[config.mk]
export PLATFORM = sky130hd
export DESIGN_NAME = fmb_top
export DESIGN_NICKNAME = d
export VERILOG_FILES = /design/src/rtl/fmb_pkg.sv /design/src/rtl/fmb_top.sv
export VERILOG_INCLUDE_DIRS = /design/src /design/src/rtl
export SDC_FILE = /design/constraint.sdc
export NUM_CORES = 1
export LEC_CHECK = 0
export BUFFER_PORTS_ARGS = -buffer_cell sky130_fd_sc_hd__buf_2
export CORE_AREA = 3 3 112 114
export CTS_CLUSTER_DIAMETER = 60
export DETAILED_ROUTE_END_ITERATION = 16
export DIE_AREA = 0 0 115 117
export PLACE_DENSITY = 0.76
export SETUP_SLACK_MARGIN = 0.15
export SYNTH_ARGS = -nofsm -noshare
export SYNTH_HDL_FRONTEND = slang
export SYNTH_SLANG_ARGS = --single-unit
export TNS_END_PERCENT = 50
[constraint.sdc]
create_clock -name pclk -period 5.9 [get_ports pclk]
set_input_delay 0 -clock pclk [delete_from_list [all_inputs] [get_ports pclk]]
set_output_delay 0 -clock pclk [all_outputs]
set_load 0.02 [all_outputs]
[src/rtl/fmb_consts.svh]
`ifndef FMB_CONSTS_SVH
`define FMB_CONSTS_SVH

// Register indexes; byte address is four times the index
`define FMB_IDX_PORT8      32'h0080_0708
`define FMB_IDX_ENTRY      32'h0080_07E2
`define FMB_IDX_DEPTH      32'h0080_07E4
`define FMB_IDX_ABORT      32'h0080_07E5
`define FMB_IDX_LBANK      32'h0080_07E8
`define FMB_IDX_SBANK0     32'h0080_07F0
`define FMB_IDX_SBANK1     32'h0080_07F2

// Field positions within the low data bits
`define FMB_DEPTH_BIT      0
`define FMB_ABORT_BIT      0
`define FMB_ENTRY_BIT      4
`define FMB_EMUL_BIT       0
`define FMB_BANK_EN_BIT    15
`define FMB_LBASE_LSB      1
`define FMB_SBASE_LSB      0
`define FMB_MODE_A_BIT     7
`define FMB_MODE_B_BIT     6
`define FMB_BANK_ADR_LSB   12

// Reset and restore values
`define FMB_ARRAY_STATUS_INIT 8'h80
`define FMB_BYTE_RESET        8'h00
`define FMB_HALF_RESET        16'h0000

// Vector locations
`define FMB_VEC_BOOT       32'h8000_0000
`define FMB_VEC_FLASH      32'h0000_0000
`define FMB_EI_FLASH       32'h0000_0080
`define FMB_EI_RAM         32'h0080_4000

`endif

[src/rtl/fmb_pkg.sv]
package fmb_pkg;

    // Operating mode chosen by the pins
    typedef enum logic [2:0] {
        FMB_SINGLE = 3'h0,
        FMB_PROC   = 3'h1,
        FMB_EXT    = 3'h2,
        FMB_BOOT   = 3'h3,
        FMB_RSVD   = 3'h4
    } fmb_mode_t;

    // One emulation bank window
    typedef struct packed {
        logic        en;
        logic [31:0] start;
    } fmb_bank_t;

    // Whole state of the block
    typedef struct packed {
        logic [2:0]  sync1;
        logic [2:0]  sync2;
        logic        armed;
        logic        entry;
        logic        emul;
        logic        depth;
        logic        abort;
        logic        init_pulse;
        logic [7:0]  status_val;
        logic        lb_en;
        logic [6:0]  lb_base;
        logic [1:0]  sb_en;
        logic [15:0] sb_base;
        logic        ack;
        logic        err;
        logic [31:0] rdata;
    } fmb_state_t;

endpackage

[src/rtl/fmb_top.sv]
`include "fmb_consts.svh"
`timescale 1ns/10ps
`default_nettype none

module fmb_top #(
    parameter int ADDR_W = 32
) (
    input  wire logic               pclk,
    input  wire logic               presetn,
    input  wire logic               psel,
    input  wire logic               penable,
    input  wire logic               pwrite,
    input  wire logic [ADDR_W-1:0]  paddr,
    input  wire logic [31:0]        pwdata,
    input  wire logic [3:0]         pstrb,
    output logic                    pready,
    output logic [31:0]             prdata,
    output logic                    pslverr,
    input  wire logic               protect_pin,
    input  wire logic               mode_pin_a,
    input  wire logic               mode_pin_b,
    output fmb_pkg::fmb_mode_t      op_mode,
    output logic                    flash_ew_mode,
    output logic                    flash_fetch_block,
    output logic [31:0]             reset_vector,
    output logic [31:0]             ei_vector,
    output logic                    flash_entry_bit,
    output logic                    emulation_mode_bit,
    output logic                    deep_erase_select,
    output logic                    flash_abort_bit,
    output logic                    array_status_load,
    output logic [7:0]              array_status_value,
    output fmb_pkg::fmb_bank_t      large_bank,
    output fmb_pkg::fmb_bank_t [1:0] small_bank
);

    ////////////////////////////////////////////////////////////////
    // Elaboration check

    // Index times four must fit the address bus
    initial begin
        if (ADDR_W < 27 || ADDR_W > 32) begin
            $error("fmb_top: ADDR_W must be 27 to 32");
        end
    end

    ////////////////////////////////////////////////////////////////
    // State

    fmb_pkg::fmb_state_t st;       // Registered state
    fmb_pkg::fmb_state_t next_st;  // Next state

    // Reset image of the state
    localparam fmb_pkg::fmb_state_t RST = '{
        sync1:      3'h0,
        sync2:      3'h0,
        armed:      1'b0,
        entry:      1'b0,
        emul:       1'b0,
        depth:      1'b0,
        abort:      1'b0,
        init_pulse: 1'b0,
        status_val: `FMB_ARRAY_STATUS_INIT,
        lb_en:      1'b0,
        lb_base:    7'h00,
        sb_en:      2'h0,
        sb_base:    `FMB_HALF_RESET,
        ack:        1'b0,
        err:        1'b0,
        rdata:      32'h0000_0000
    };

    ////////////////////////////////////////////////////////////////
    // Address helpers

    // Byte address of a register index
    function automatic logic [ADDR_W-1:0] adr(input logic [31:0] idx);
        logic [31:0] a;
        a = {idx[29:0], 2'b00};
        return a[ADDR_W-1:0];
    endfunction

    // Address hits, decoded once
    logic hit_port8;   // Port data
    logic hit_entry;   // Entry control
    logic hit_depth;   // Erase depth
    logic hit_abort;   // Abort control
    logic hit_lbank;   // Large bank
    logic hit_sb0;     // Small bank zero
    logic hit_sb1;     // Small bank one
    logic hit_any;     // Any mapped register

    // Address decode
    always_comb begin
        hit_port8 = (paddr == adr(`FMB_IDX_PORT8));
        hit_entry = (paddr == adr(`FMB_IDX_ENTRY));
        hit_depth = (paddr == adr(`FMB_IDX_DEPTH));
        hit_abort = (paddr == adr(`FMB_IDX_ABORT));
        hit_lbank = (paddr == adr(`FMB_IDX_LBANK));
        hit_sb0   = (paddr == adr(`FMB_IDX_SBANK0));
        hit_sb1   = (paddr == adr(`FMB_IDX_SBANK1));
        hit_any   = hit_port8 | hit_entry | hit_depth | hit_abort
                  | hit_lbank | hit_sb0 | hit_sb1;
    end

    ////////////////////////////////////////////////////////////////
    // Mode decode from synchronised pins

    logic               prot;      // Protect pin, synced
    logic               pin_a;     // Mode pin a, synced
    logic               pin_b;     // Mode pin b, synced
    fmb_pkg::fmb_mode_t mode;      // Decoded operating mode
    logic               may_enter; // Entry to write mode allowed

    // Only the second sync stage is read by the decode
    always_comb begin
        prot  = st.sync2[2];
        pin_a = st.sync2[1];
        pin_b = st.sync2[0];
        if (pin_a && pin_b) begin
            mode = fmb_pkg::FMB_RSVD;
        end else if (pin_a) begin
            // Protect level splits boot from processor
            mode = prot ? fmb_pkg::FMB_BOOT
                        : fmb_pkg::FMB_PROC;
        end else if (pin_b) begin
            mode = fmb_pkg::FMB_EXT;
        end else begin
            mode = fmb_pkg::FMB_SINGLE;
        end
        // Boot counts as single chip with a boot vector
        may_enter = prot && (mode == fmb_pkg::FMB_SINGLE ||
                             mode == fmb_pkg::FMB_EXT ||
                             mode == fmb_pkg::FMB_BOOT);
    end

    ////////////////////////////////////////////////////////////////
    // Next-state logic

    logic        acc;      // First access cycle
    logic        wr;       // Write taken this edge
    logic        wr8;      // Byte lane present
    logic        wr16;     // Both low lanes present
    logic [31:0] rd;       // Read value
    integer      i;        // Small bank loop

    always_comb begin
        next_st = st;
        rd      = 32'h0000_0000;
        // Two-stage pin synchroniser
        next_st.sync1 = {protect_pin, mode_pin_a, mode_pin_b};
        next_st.sync2 = st.sync1;
        next_st.init_pulse = 1'b0;

        // One wait state: data sampled, then ready
        acc  = psel && penable && !st.ack;
        wr   = psel && penable && st.ack && pwrite && !st.err;
        wr8  = pstrb[0];
        wr16 = pstrb[0] && pstrb[1];
        next_st.ack = acc;

        // Read mux; unused bits stay zero
        if (hit_port8) begin
            rd[`FMB_MODE_A_BIT] = pin_a;
            rd[`FMB_MODE_B_BIT] = pin_b;
        end else if (hit_entry) begin
            rd[`FMB_ENTRY_BIT] = st.entry;
            rd[`FMB_EMUL_BIT]  = st.emul;
        end else if (hit_depth) begin
            rd[`FMB_DEPTH_BIT] = st.depth;
        end else if (hit_abort) begin
            rd[`FMB_ABORT_BIT] = st.abort;
        end else if (hit_lbank) begin
            rd[`FMB_BANK_EN_BIT] = st.lb_en;
            rd[`FMB_LBASE_LSB +: 7] = st.lb_base;
        end else if (hit_sb0) begin
            rd[`FMB_BANK_EN_BIT] = st.sb_en[0];
            rd[`FMB_SBASE_LSB +: 8] = st.sb_base[7:0];
        end else if (hit_sb1) begin
            rd[`FMB_BANK_EN_BIT] = st.sb_en[1];
            rd[`FMB_SBASE_LSB +: 8] = st.sb_base[15:8];
        end else begin
            rd = 32'h0000_0000;
        end
        if (acc) begin
            next_st.rdata = pwrite ? 32'h0000_0000 : rd;
            next_st.err   = !hit_any;
        end

        // Entry control register
        if (wr && hit_entry && wr8) begin
            if (!pwdata[`FMB_ENTRY_BIT]) begin
                // A zero clears entry and arms the sequence when protect is high
                next_st.entry = 1'b0;
                next_st.armed = prot;
            end else begin
                if (st.armed && may_enter) begin
                    next_st.entry = 1'b1;
                end
                next_st.armed = 1'b0;
            end
            if (pwdata[`FMB_EMUL_BIT]) begin
                // Emulation only from normal read state
                if (!st.entry) begin
                    next_st.emul = 1'b1;
                end
            end else begin
                next_st.emul = 1'b0;
            end
        end

        // Erase depth register
        if (wr && hit_depth && wr8) begin
            next_st.depth = pwdata[`FMB_DEPTH_BIT];
        end

        // Abort register, live only with entry set
        if (wr && hit_abort && wr8 && st.entry) begin
            next_st.abort = pwdata[`FMB_ABORT_BIT];
            if (pwdata[`FMB_ABORT_BIT]) begin
                next_st.init_pulse = 1'b1;
                next_st.status_val = `FMB_ARRAY_STATUS_INIT;
            end
        end

        // Bank registers need a full halfword
        if (wr && hit_lbank && wr16) begin
            next_st.lb_en = pwdata[`FMB_BANK_EN_BIT] && st.emul;
            next_st.lb_base = pwdata[`FMB_LBASE_LSB +: 7];
        end
        for (i = 0; i < 2; i = i + 1) begin
            if (wr && wr16 && ((i == 0) ? hit_sb0 : hit_sb1)) begin
                next_st.sb_en[i] =
                    pwdata[`FMB_BANK_EN_BIT] && st.emul;
                next_st.sb_base[i*8 +: 8] =
                    pwdata[`FMB_SBASE_LSB +: 8];
            end
        end

        // Protect low drops entry; that covers its fall
        if (!prot) begin
            next_st.entry = 1'b0;
            next_st.armed = 1'b0;
        end
        // Abort has no meaning once entry is gone
        if (!next_st.entry) begin
            next_st.abort = 1'b0;
        end
    end

    ////////////////////////////////////////////////////////////////
    // State register

    // Asynchronous reset loads constants only
    always_ff @(posedge pclk or negedge presetn) begin
        if (!presetn) begin
            st <= RST;
        end else begin
            st <= next_st;
        end
    end

    ////////////////////////////////////////////////////////////////
    // Outputs

    logic ew;  // Write mode active

    // Bus answer and mode outputs
    always_comb begin
        pready  = st.ack;
        prdata  = st.rdata;
        pslverr = st.ack && st.err;

        // Entry is only ever set where allowed
        ew = st.entry && prot;
        op_mode = mode;
        flash_ew_mode = ew;
        flash_fetch_block = ew;

        // Boot fetches from the boot area
        reset_vector = (mode == fmb_pkg::FMB_BOOT)
                     ? `FMB_VEC_BOOT
                     : `FMB_VEC_FLASH;
        // Interrupt entry moves to RAM in write mode
        ei_vector = ew ? `FMB_EI_RAM : `FMB_EI_FLASH;

        flash_entry_bit    = st.entry;
        emulation_mode_bit = st.emul;
        deep_erase_select  = st.depth;
        flash_abort_bit    = st.abort;
        array_status_load  = st.init_pulse;
        array_status_value = st.status_val;

        // Bank start addresses: field lands on A12 up
        large_bank.en    = st.lb_en;
        large_bank.start = {13'h0000, st.lb_base,
                            12'h000};
        small_bank[0].en    = st.sb_en[0];
        small_bank[0].start = {12'h000, st.sb_base[7:0],
                               12'h000};
        small_bank[1].en    = st.sb_en[1];
        small_bank[1].start = {12'h000, st.sb_base[15:8],
                               12'h000};
    end

endmodule

`default_nettype wire

==> results of run 1 <==
-- layer usage --
metal | GRT usage (%) | vias to the layer above | part of all wire, %
met1 | 14.9 | 1162 | 39
met4 | 2.66 | 2 | 0.66
met5 | 0 | - | 0.079
li1 | - | 1144 | -
met3 | 2.98 | 7 | 7.8
met2 | 21.3 | 141 | 53
-- final timing paths --
check	depth (start not counted)	endpoint	slack, ns	start
max	5	prdata[7]	3.43	pready
min	2	small_bank[49]	0.05	pwdata[4]
max reg2reg	5	prdata[7]	3.43	pready
min reg2reg	0	pin_a	0.35	next_st[75]
max in group asynchronous	2	large_bank[12]	4.73	presetn
min in group asynchronous	2	array_status_load	0.46	presetn
-- metrics by stage --
| step | hold slack, ns | power [mW] | setup WS [ns] | cell area, um^2 |
|---|---|---|---|---|
| final | 0.0467 | 0.788 | 3.43 | 4010 |
| after global routing | 0.0589 | 0.824 | 3.33 | 4010 |
| after floorplan | -0.296 | 0.540 | 3.70 | 4590 |
| after CTS | 0.0461 | 0.794 | 3.41 | 4010 |
| after global placement | 0.109 | 0.494 | 3.46 | 3740 |
| after detailed placement | 0.109 | 0.495 | 3.43 | 3740 |
-- cells in the final DEF, fill, tap and decap left out, types with 2 or more instances in the layout --
cell	instances
mux2i_1	2
nand4_1	4
nand2_1	15
buf_2	101
clkbuf_16	5
nand3b_1	2
nor4b_1	2
conb_1	164
inv_1	5
nand3_1	3
a21boi_0	2
mux2_2	33
dfrtp_1	49
nor2_1	7
o21ai_0	9
o21bai_1	2
and2_1	5
a22oi_1	12
dlygate4sd3_1	11
nor4_1	4
or2_2	2
nor4_4	5
nor3_1	3
and3_1	2
mux2_1	2
and4b_1	2
o41ai_1	2
-- cell usage after synthesis, drive strengths merged, types with 3 or more instances --
| cell type | instances |
|---|---|
| clkbuf | 3 |
| buf | 203 |
| and2 | 5 |
| o21ai | 10 |
| nand4 | 5 |
| dfrtp | 49 |
| nor2 | 7 |
| a22oi | 12 |
| nor4b | 4 |
| nand3 | 4 |
| nand3b | 3 |
| mux2 | 35 |
| nor3 | 4 |
| nor4 | 9 |
| nand2 | 15 |
| inv | 5 |
-- cells by family after synthesis --
logic type      count (synthesis)  share of synthesized area [%]
other cells                     2                          0.189
flops                          49                           30.8
simple gates                   69                           13.5
compound gates                 34                           6.16
buf+inv                       211                           39.0
mux                            37                           10.4
-- worst max-delay path, stage by stage, from the launching register on --
cell	delay, ns
dfrtp_1	0.43
nand3b_1	0.57
or2_2	0.52
nor4_1	0.60
a22oi_1	0.14
o21ai_0	0.12
-- cell type report --
type,instances,area (um^2)
clock buffer,6,139
clock inverter,2,13.8
timing repair buffer,112,616
sequential,49,1230
multi-input combinational,304,1810
fill,1191,7510
tap,143,179
inverter,5,18.8
-- registers in the layout, indices dropped and copies added, names as in the netlist --
signal	count
pin_b	1
array_status_load	1
prot	1
large_bank	8
flash_abort_bit	1
pin_a	1
emulation_mode_bit	1
prdata	9
deep_erase_select	1
flash_entry_bit	1
st	2
small_bank	18
pready	1
next_st	3
-- where the power goes --
group,switching (mW),internal (mW)
Clock,0.122,0.169
Combinational,0.128,0.0262
Sequential,0.00290,0.339
Total,0.253,0.534
==> flow_metrics.tcl, run 1 <==
set metrics [dict create \
    track_usage_pct 12.1 \
    synth_cell_types 48 \
    worst-endpoint-required_ns 6.10 \
    rows 39 \
    routabilityCongestion 0.766 \
    area_growth_pct 0.534 \
    rsz0062_at_grt "no" \
    final_nets 553 \
    hold_buffers 11 \
    fin_worst_skew_ns 0.00509 \
    max_freq_mhz 406 \
    port_buffers 101 \
    async_flop_share_pct 100 \
    routed-via-count 2456 \
    syn_area_um2 3980 \
    ys_seq_area_share_pct 30.8 \
    start_kind "register" \
    num_io_pins 291 \
    maxCapViolCount 0 \
    slew_viol_final 0 \
    clock-sinks 49 \
    period_needed_ns 2.47 \
    crit_arrival_ns 2.67 \
    synth_flop_cell "dfrtp_1" \
    setup_viol 0 \
    end_kind "register" \
    fin_cells 621 \
    drc 0 \
    ctsHtreeMaxLevel 2 \
    ctsResizeCount 0 \
    critPathKind "register to register" \
    syn_inst 402 \
    synth_largest_area_cell "buf_4" \
    ir_drop_uv 115 \
    post-cts-setup-buffers 0 \
    routedWlPerCell_um 14.2 \
    p_per_area_nw_per_um2 197 \
    fin_util_pct 34.8 \
    cts_tree "built" \
    worst_pin_slew_ns 1.13 \
    status "finished clean" \
    first_pass_iters 4 \
    gr-total-overflow 0 \
    routed_wl_um 8830 \
    path_clk_slew_ns 0.07 \
    tns_ns 0 \
    grt_pass1_wl_um 12400 \
    cts_root_buf "clkbuf_16" \
    placed_cells 602 \
    place_hpwl_um 6960 \
    grt_pass1_vias 2153 \
    clk_latency_ns 0.28 \
    synth_edf_count 0 \
    antenna_found_initial 1 \
    vias_per_cell 3.95 \
    layout_worst_path_cycle_share_pct 41.8 \
    power_leakage_nw 2.25 \
    ys.warnings.count 0 \
    grt_max_degree 50 \
    die_y_um 117 \
    drive_gt1_share_pct 33.3 \
    ys_ff_latch 49 \
    cts_buffers 5 \
    die_area_um2 13500 \
    syn_avg_cell_area_um2 9.91 \
    hold_viol 0 \
    antenna_cells 0 \
    critPathMaxFanout 13 \
    drt_iter0_markers 84 \
    clockBufferDepth 2 \
    hp-class "input port to register" \
    slew_headroom_pct 24.8 \
    ant_nets 0 \
    synth_top_area_share_pct 38.1 \
    start_util_pct 34.6 \
    fp.coreArea_um2 11500 \
    die_x_um 115 \
    synth_area_leaders "buf_4, dfrtp_1, mux2_2" \
]
Power figures use the tool's default switching activity.
==> inputs of run 2 (changes only) <==
ABC_AREA = 1   (was not set)
CORE_AREA = not set   (was 3 3 112 114)
CORE_MARGIN = 3   (was not set)
CORE_UTILIZATION = 39   (was not set)
DIE_AREA = not set   (was 0 0 115 117)
PLACE_DENSITY = 0.85   (was 0.76)
clock period = 2.1 ns   (was 5.9 ns; I/O delays follow)
==> run 2 against run 1 <==
Against the previous run:
- die area shrank 6.7%
- non-clock buffer count shrank 2
- clock skew grew 0.0015 ns
- first-iteration DRC count grew 130%
- setup slack lost 3.0 ns
- via count grew 29%
- final area grew 7.6%
- critical endpoint is now large_bank[13]
- highest routed layer is now met4
==> flow_metrics.tcl, run 2 <==
set metrics [dict create \
    status "finished clean" \
    cts_root_buf "clkbuf_16" \
    routabilityCongestion 0.839 \
    period_needed_ns 1.71 \
    cts_tree "built" \
    routed_wl_um 9170 \
    ctsResizeCount 0 \
    clk_latency_ns 0.28 \
    placed_cell_area_um2 4110 \
    hold_end "small_bank[50]" \
    die_x_um 112 \
    syn_inst 578 \
    clock-sinks 49 \
    fp.coreArea_um2 10900 \
    cpPeakStageDelay_ns 0.39 \
    syn_avg_cell_area_um2 7.59 \
    ys_ff_latch 49 \
    synth_fa_ha_area_share_pct 0 \
    start_kind "register" \
    max_freq_mhz 585 \
    hold_viol 0 \
    worst-endpoint-required_ns 2.26 \
    async_flop_share_pct 100 \
    cts_buffers 5 \
    synth_edf_count 0 \
    cp_num_buf_inv 0 \
    end_kind "register" \
    synth_compound_area_share_pct 5.99 \
    rows 38 \
    grt_max_degree 50 \
    layout_common_cells "conb_1, nand2_1, buf_2" \
    synth_mux_area_share_pct 0 \
    synth_top_area_share_pct 34.6 \
    drive_gt1_share_pct 25.7 \
    fin_cells 789 \
    track_usage_pct 13.4 \
    ys_seq_area_share_pct 28.0 \
    slew_headroom_pct 59.4 \
    tns_ns 0 \
    synth_top_family_by_area "buffers and inverters" \
    r2r_setup_slack_ns 0.39 \
    power_leakage_nw 2.55 \
    ys.warnings.count 0 \
    synthTopCellsByCount "buf_4, nand2_1, nand3_1" \
    rsz0062_at_grt "no" \
    finalPower_mw 2.17 \
    synth_area_leaders "buf_4, dfrtp_1, nand2_1" \
    synth.most_common_cell "buf_4" \
    ff2ff_path_depth 7 \
    clockBufferDepth 2 \
    antenna_cells 0 \
    crit_slowest_cell "dfrtp_1" \
    final_common_cell "conb_1" \
    first_pass_iters 4 \
    die_area_um2 12600 \
    slew_viol_final 0 \
    port_buffers 101 \
    holdPathStages 3 \
    routed-via-count 3175 \
    maxCapViolCount 0 \
    largest_register_ffs 18 \
    place_hpwl_um 7520 \
    min_from "pwdata[5]" \
    whs_ns 0.0233 \
    critPathLaunch "pready" \
    routedWlPerCell_um 11.6 \
    drc 0 \
    cp_cell_sequence "nand3_1, nor2_2, nand2_1, nor2_4, nand2_2, nand2_1, o21ai_2" \
    area_growth_pct -1.77 \
    timing.rr.start "pready" \
    crit_arrival_ns 1.87 \
    synth-xor-area-share_pct 0 \
    worst_pin_slew_ns 0.609 \
    ctsHtreeMaxLevel 2 \
    start_util_pct 40.1 \
    die_y_um 112 \
    rr_endpoint "large_bank[13]" \
    yosys.area_share.simple_pct 25.2 \
    synth_largest_area_cell "buf_4" \
    drt_iter0_markers 197 \
    syn_area_um2 4390 \
    cp_top_family "simple AND/OR/NAND/NOR gates" \
    cp_common_cell "nand2_1" \
    critPathKind "register to register" \
    hp-class "input port to register" \
    ir_drop_uv 324 \
    setup_viol 0 \
    fill_cells 1138 \
    final_nets 724 \
    critPathMaxFanout 16 \
    final_area_um2 4310 \
    placed_cells 775 \
    synth_cell_types 29 \
    gr-total-overflow 0 \
    path_clk_slew_ns 0.06 \
    layout_worst_path_cycle_share_pct 81.5 \
    grt_pass1_wl_um 13800 \
    vias_per_cell 4.02 \
    p_per_area_nw_per_um2 504 \
    antenna_found_initial 0 \
    num_io_pins 291 \
    grt_pass1_vias 2826 \
    synth_flop_cell "dfrtp_1" \
    ant_nets 0 \
    fin_worst_skew_ns 0.00662 \
]
## run 2: cell count changes after synthesis, moves of 7 or more
| cell | delta |
|---|---|
| nand2_1 | +86 |
| nand3_1 | +48 |
| inv_1 | +42 |
| mux2_2 | -33 |
| nor2_1 | +29 |
| o21ai_2 | +26 |
| a22oi_1 | -12 |
| nand2_2 | +7 |
| nor2_2 | +7 |
| o21ai_0 | -7 |
## run 2: cell families after synthesis
| logic type | Yosys count |
|---|---|
| compound gates | 32 |
| other cells | 2 |
| simple gates | 234 |
| flops | 49 |
| buf+inv | 261 |
## run 2: how the worst max path moves through the flow
stage | end | cells after the start
after detailed placement | large_bank[13] | 7
after global routing | large_bank[12] | 7
after global placement | large_bank[13] | 7
final | large_bank[13] | 7
after floorplan | small_bank[65] | 8
after CTS | large_bank[13] | 7
## run 2: layout make-up
class                   instances  area [um^2]  area share, %
repair buffers                110          588           13.6
clock buffers                   6          129           2.99
well taps                     140          175           4.07
clock inverters                 2         10.0          0.232
inverters                      52          195           4.53
multi-input cells             430         1990           46.1
flip-flops and latches         49         1230           28.5
## run 2: worst min-delay path, cell delays in order
cell and delay (ns):
buf_2 0.07, inv_1 0.07, o21ai_2 0.13
## run 2: repair_timing
item,in CTS,in global routing
endpoints found under the hold margin,54,0
hold buffers,6,0
setup buffers,0,0
## run 2: routing by layer
layer	GRT usage [%]	part of all wire [%]	vias up
li1	-	-	1581
met4	3.29	1.5	0
met3	1.83	7.6	8
met5	0	0	-
met1	17.7	41	1443
met2	23.3	50	143
## run 2: report_power, final
| part | internal, mW | switching, mW |
|---|---|---|
| sequential | 0.953 | 0.00821 |
| combinational | 0.0686 | 0.379 |
| clock | 0.438 | 0.325 |
| total | 1.46 | 0.712 |
## run 2: metrics by stage
step,setup WS [ns],utilization (%)
after detailed placement,0.381,37.6
final,0.389,39.4
after CTS,0.360,39.4
after global placement,0.437,37.6
after global routing,0.204,39.4
after floorplan,0.558,-
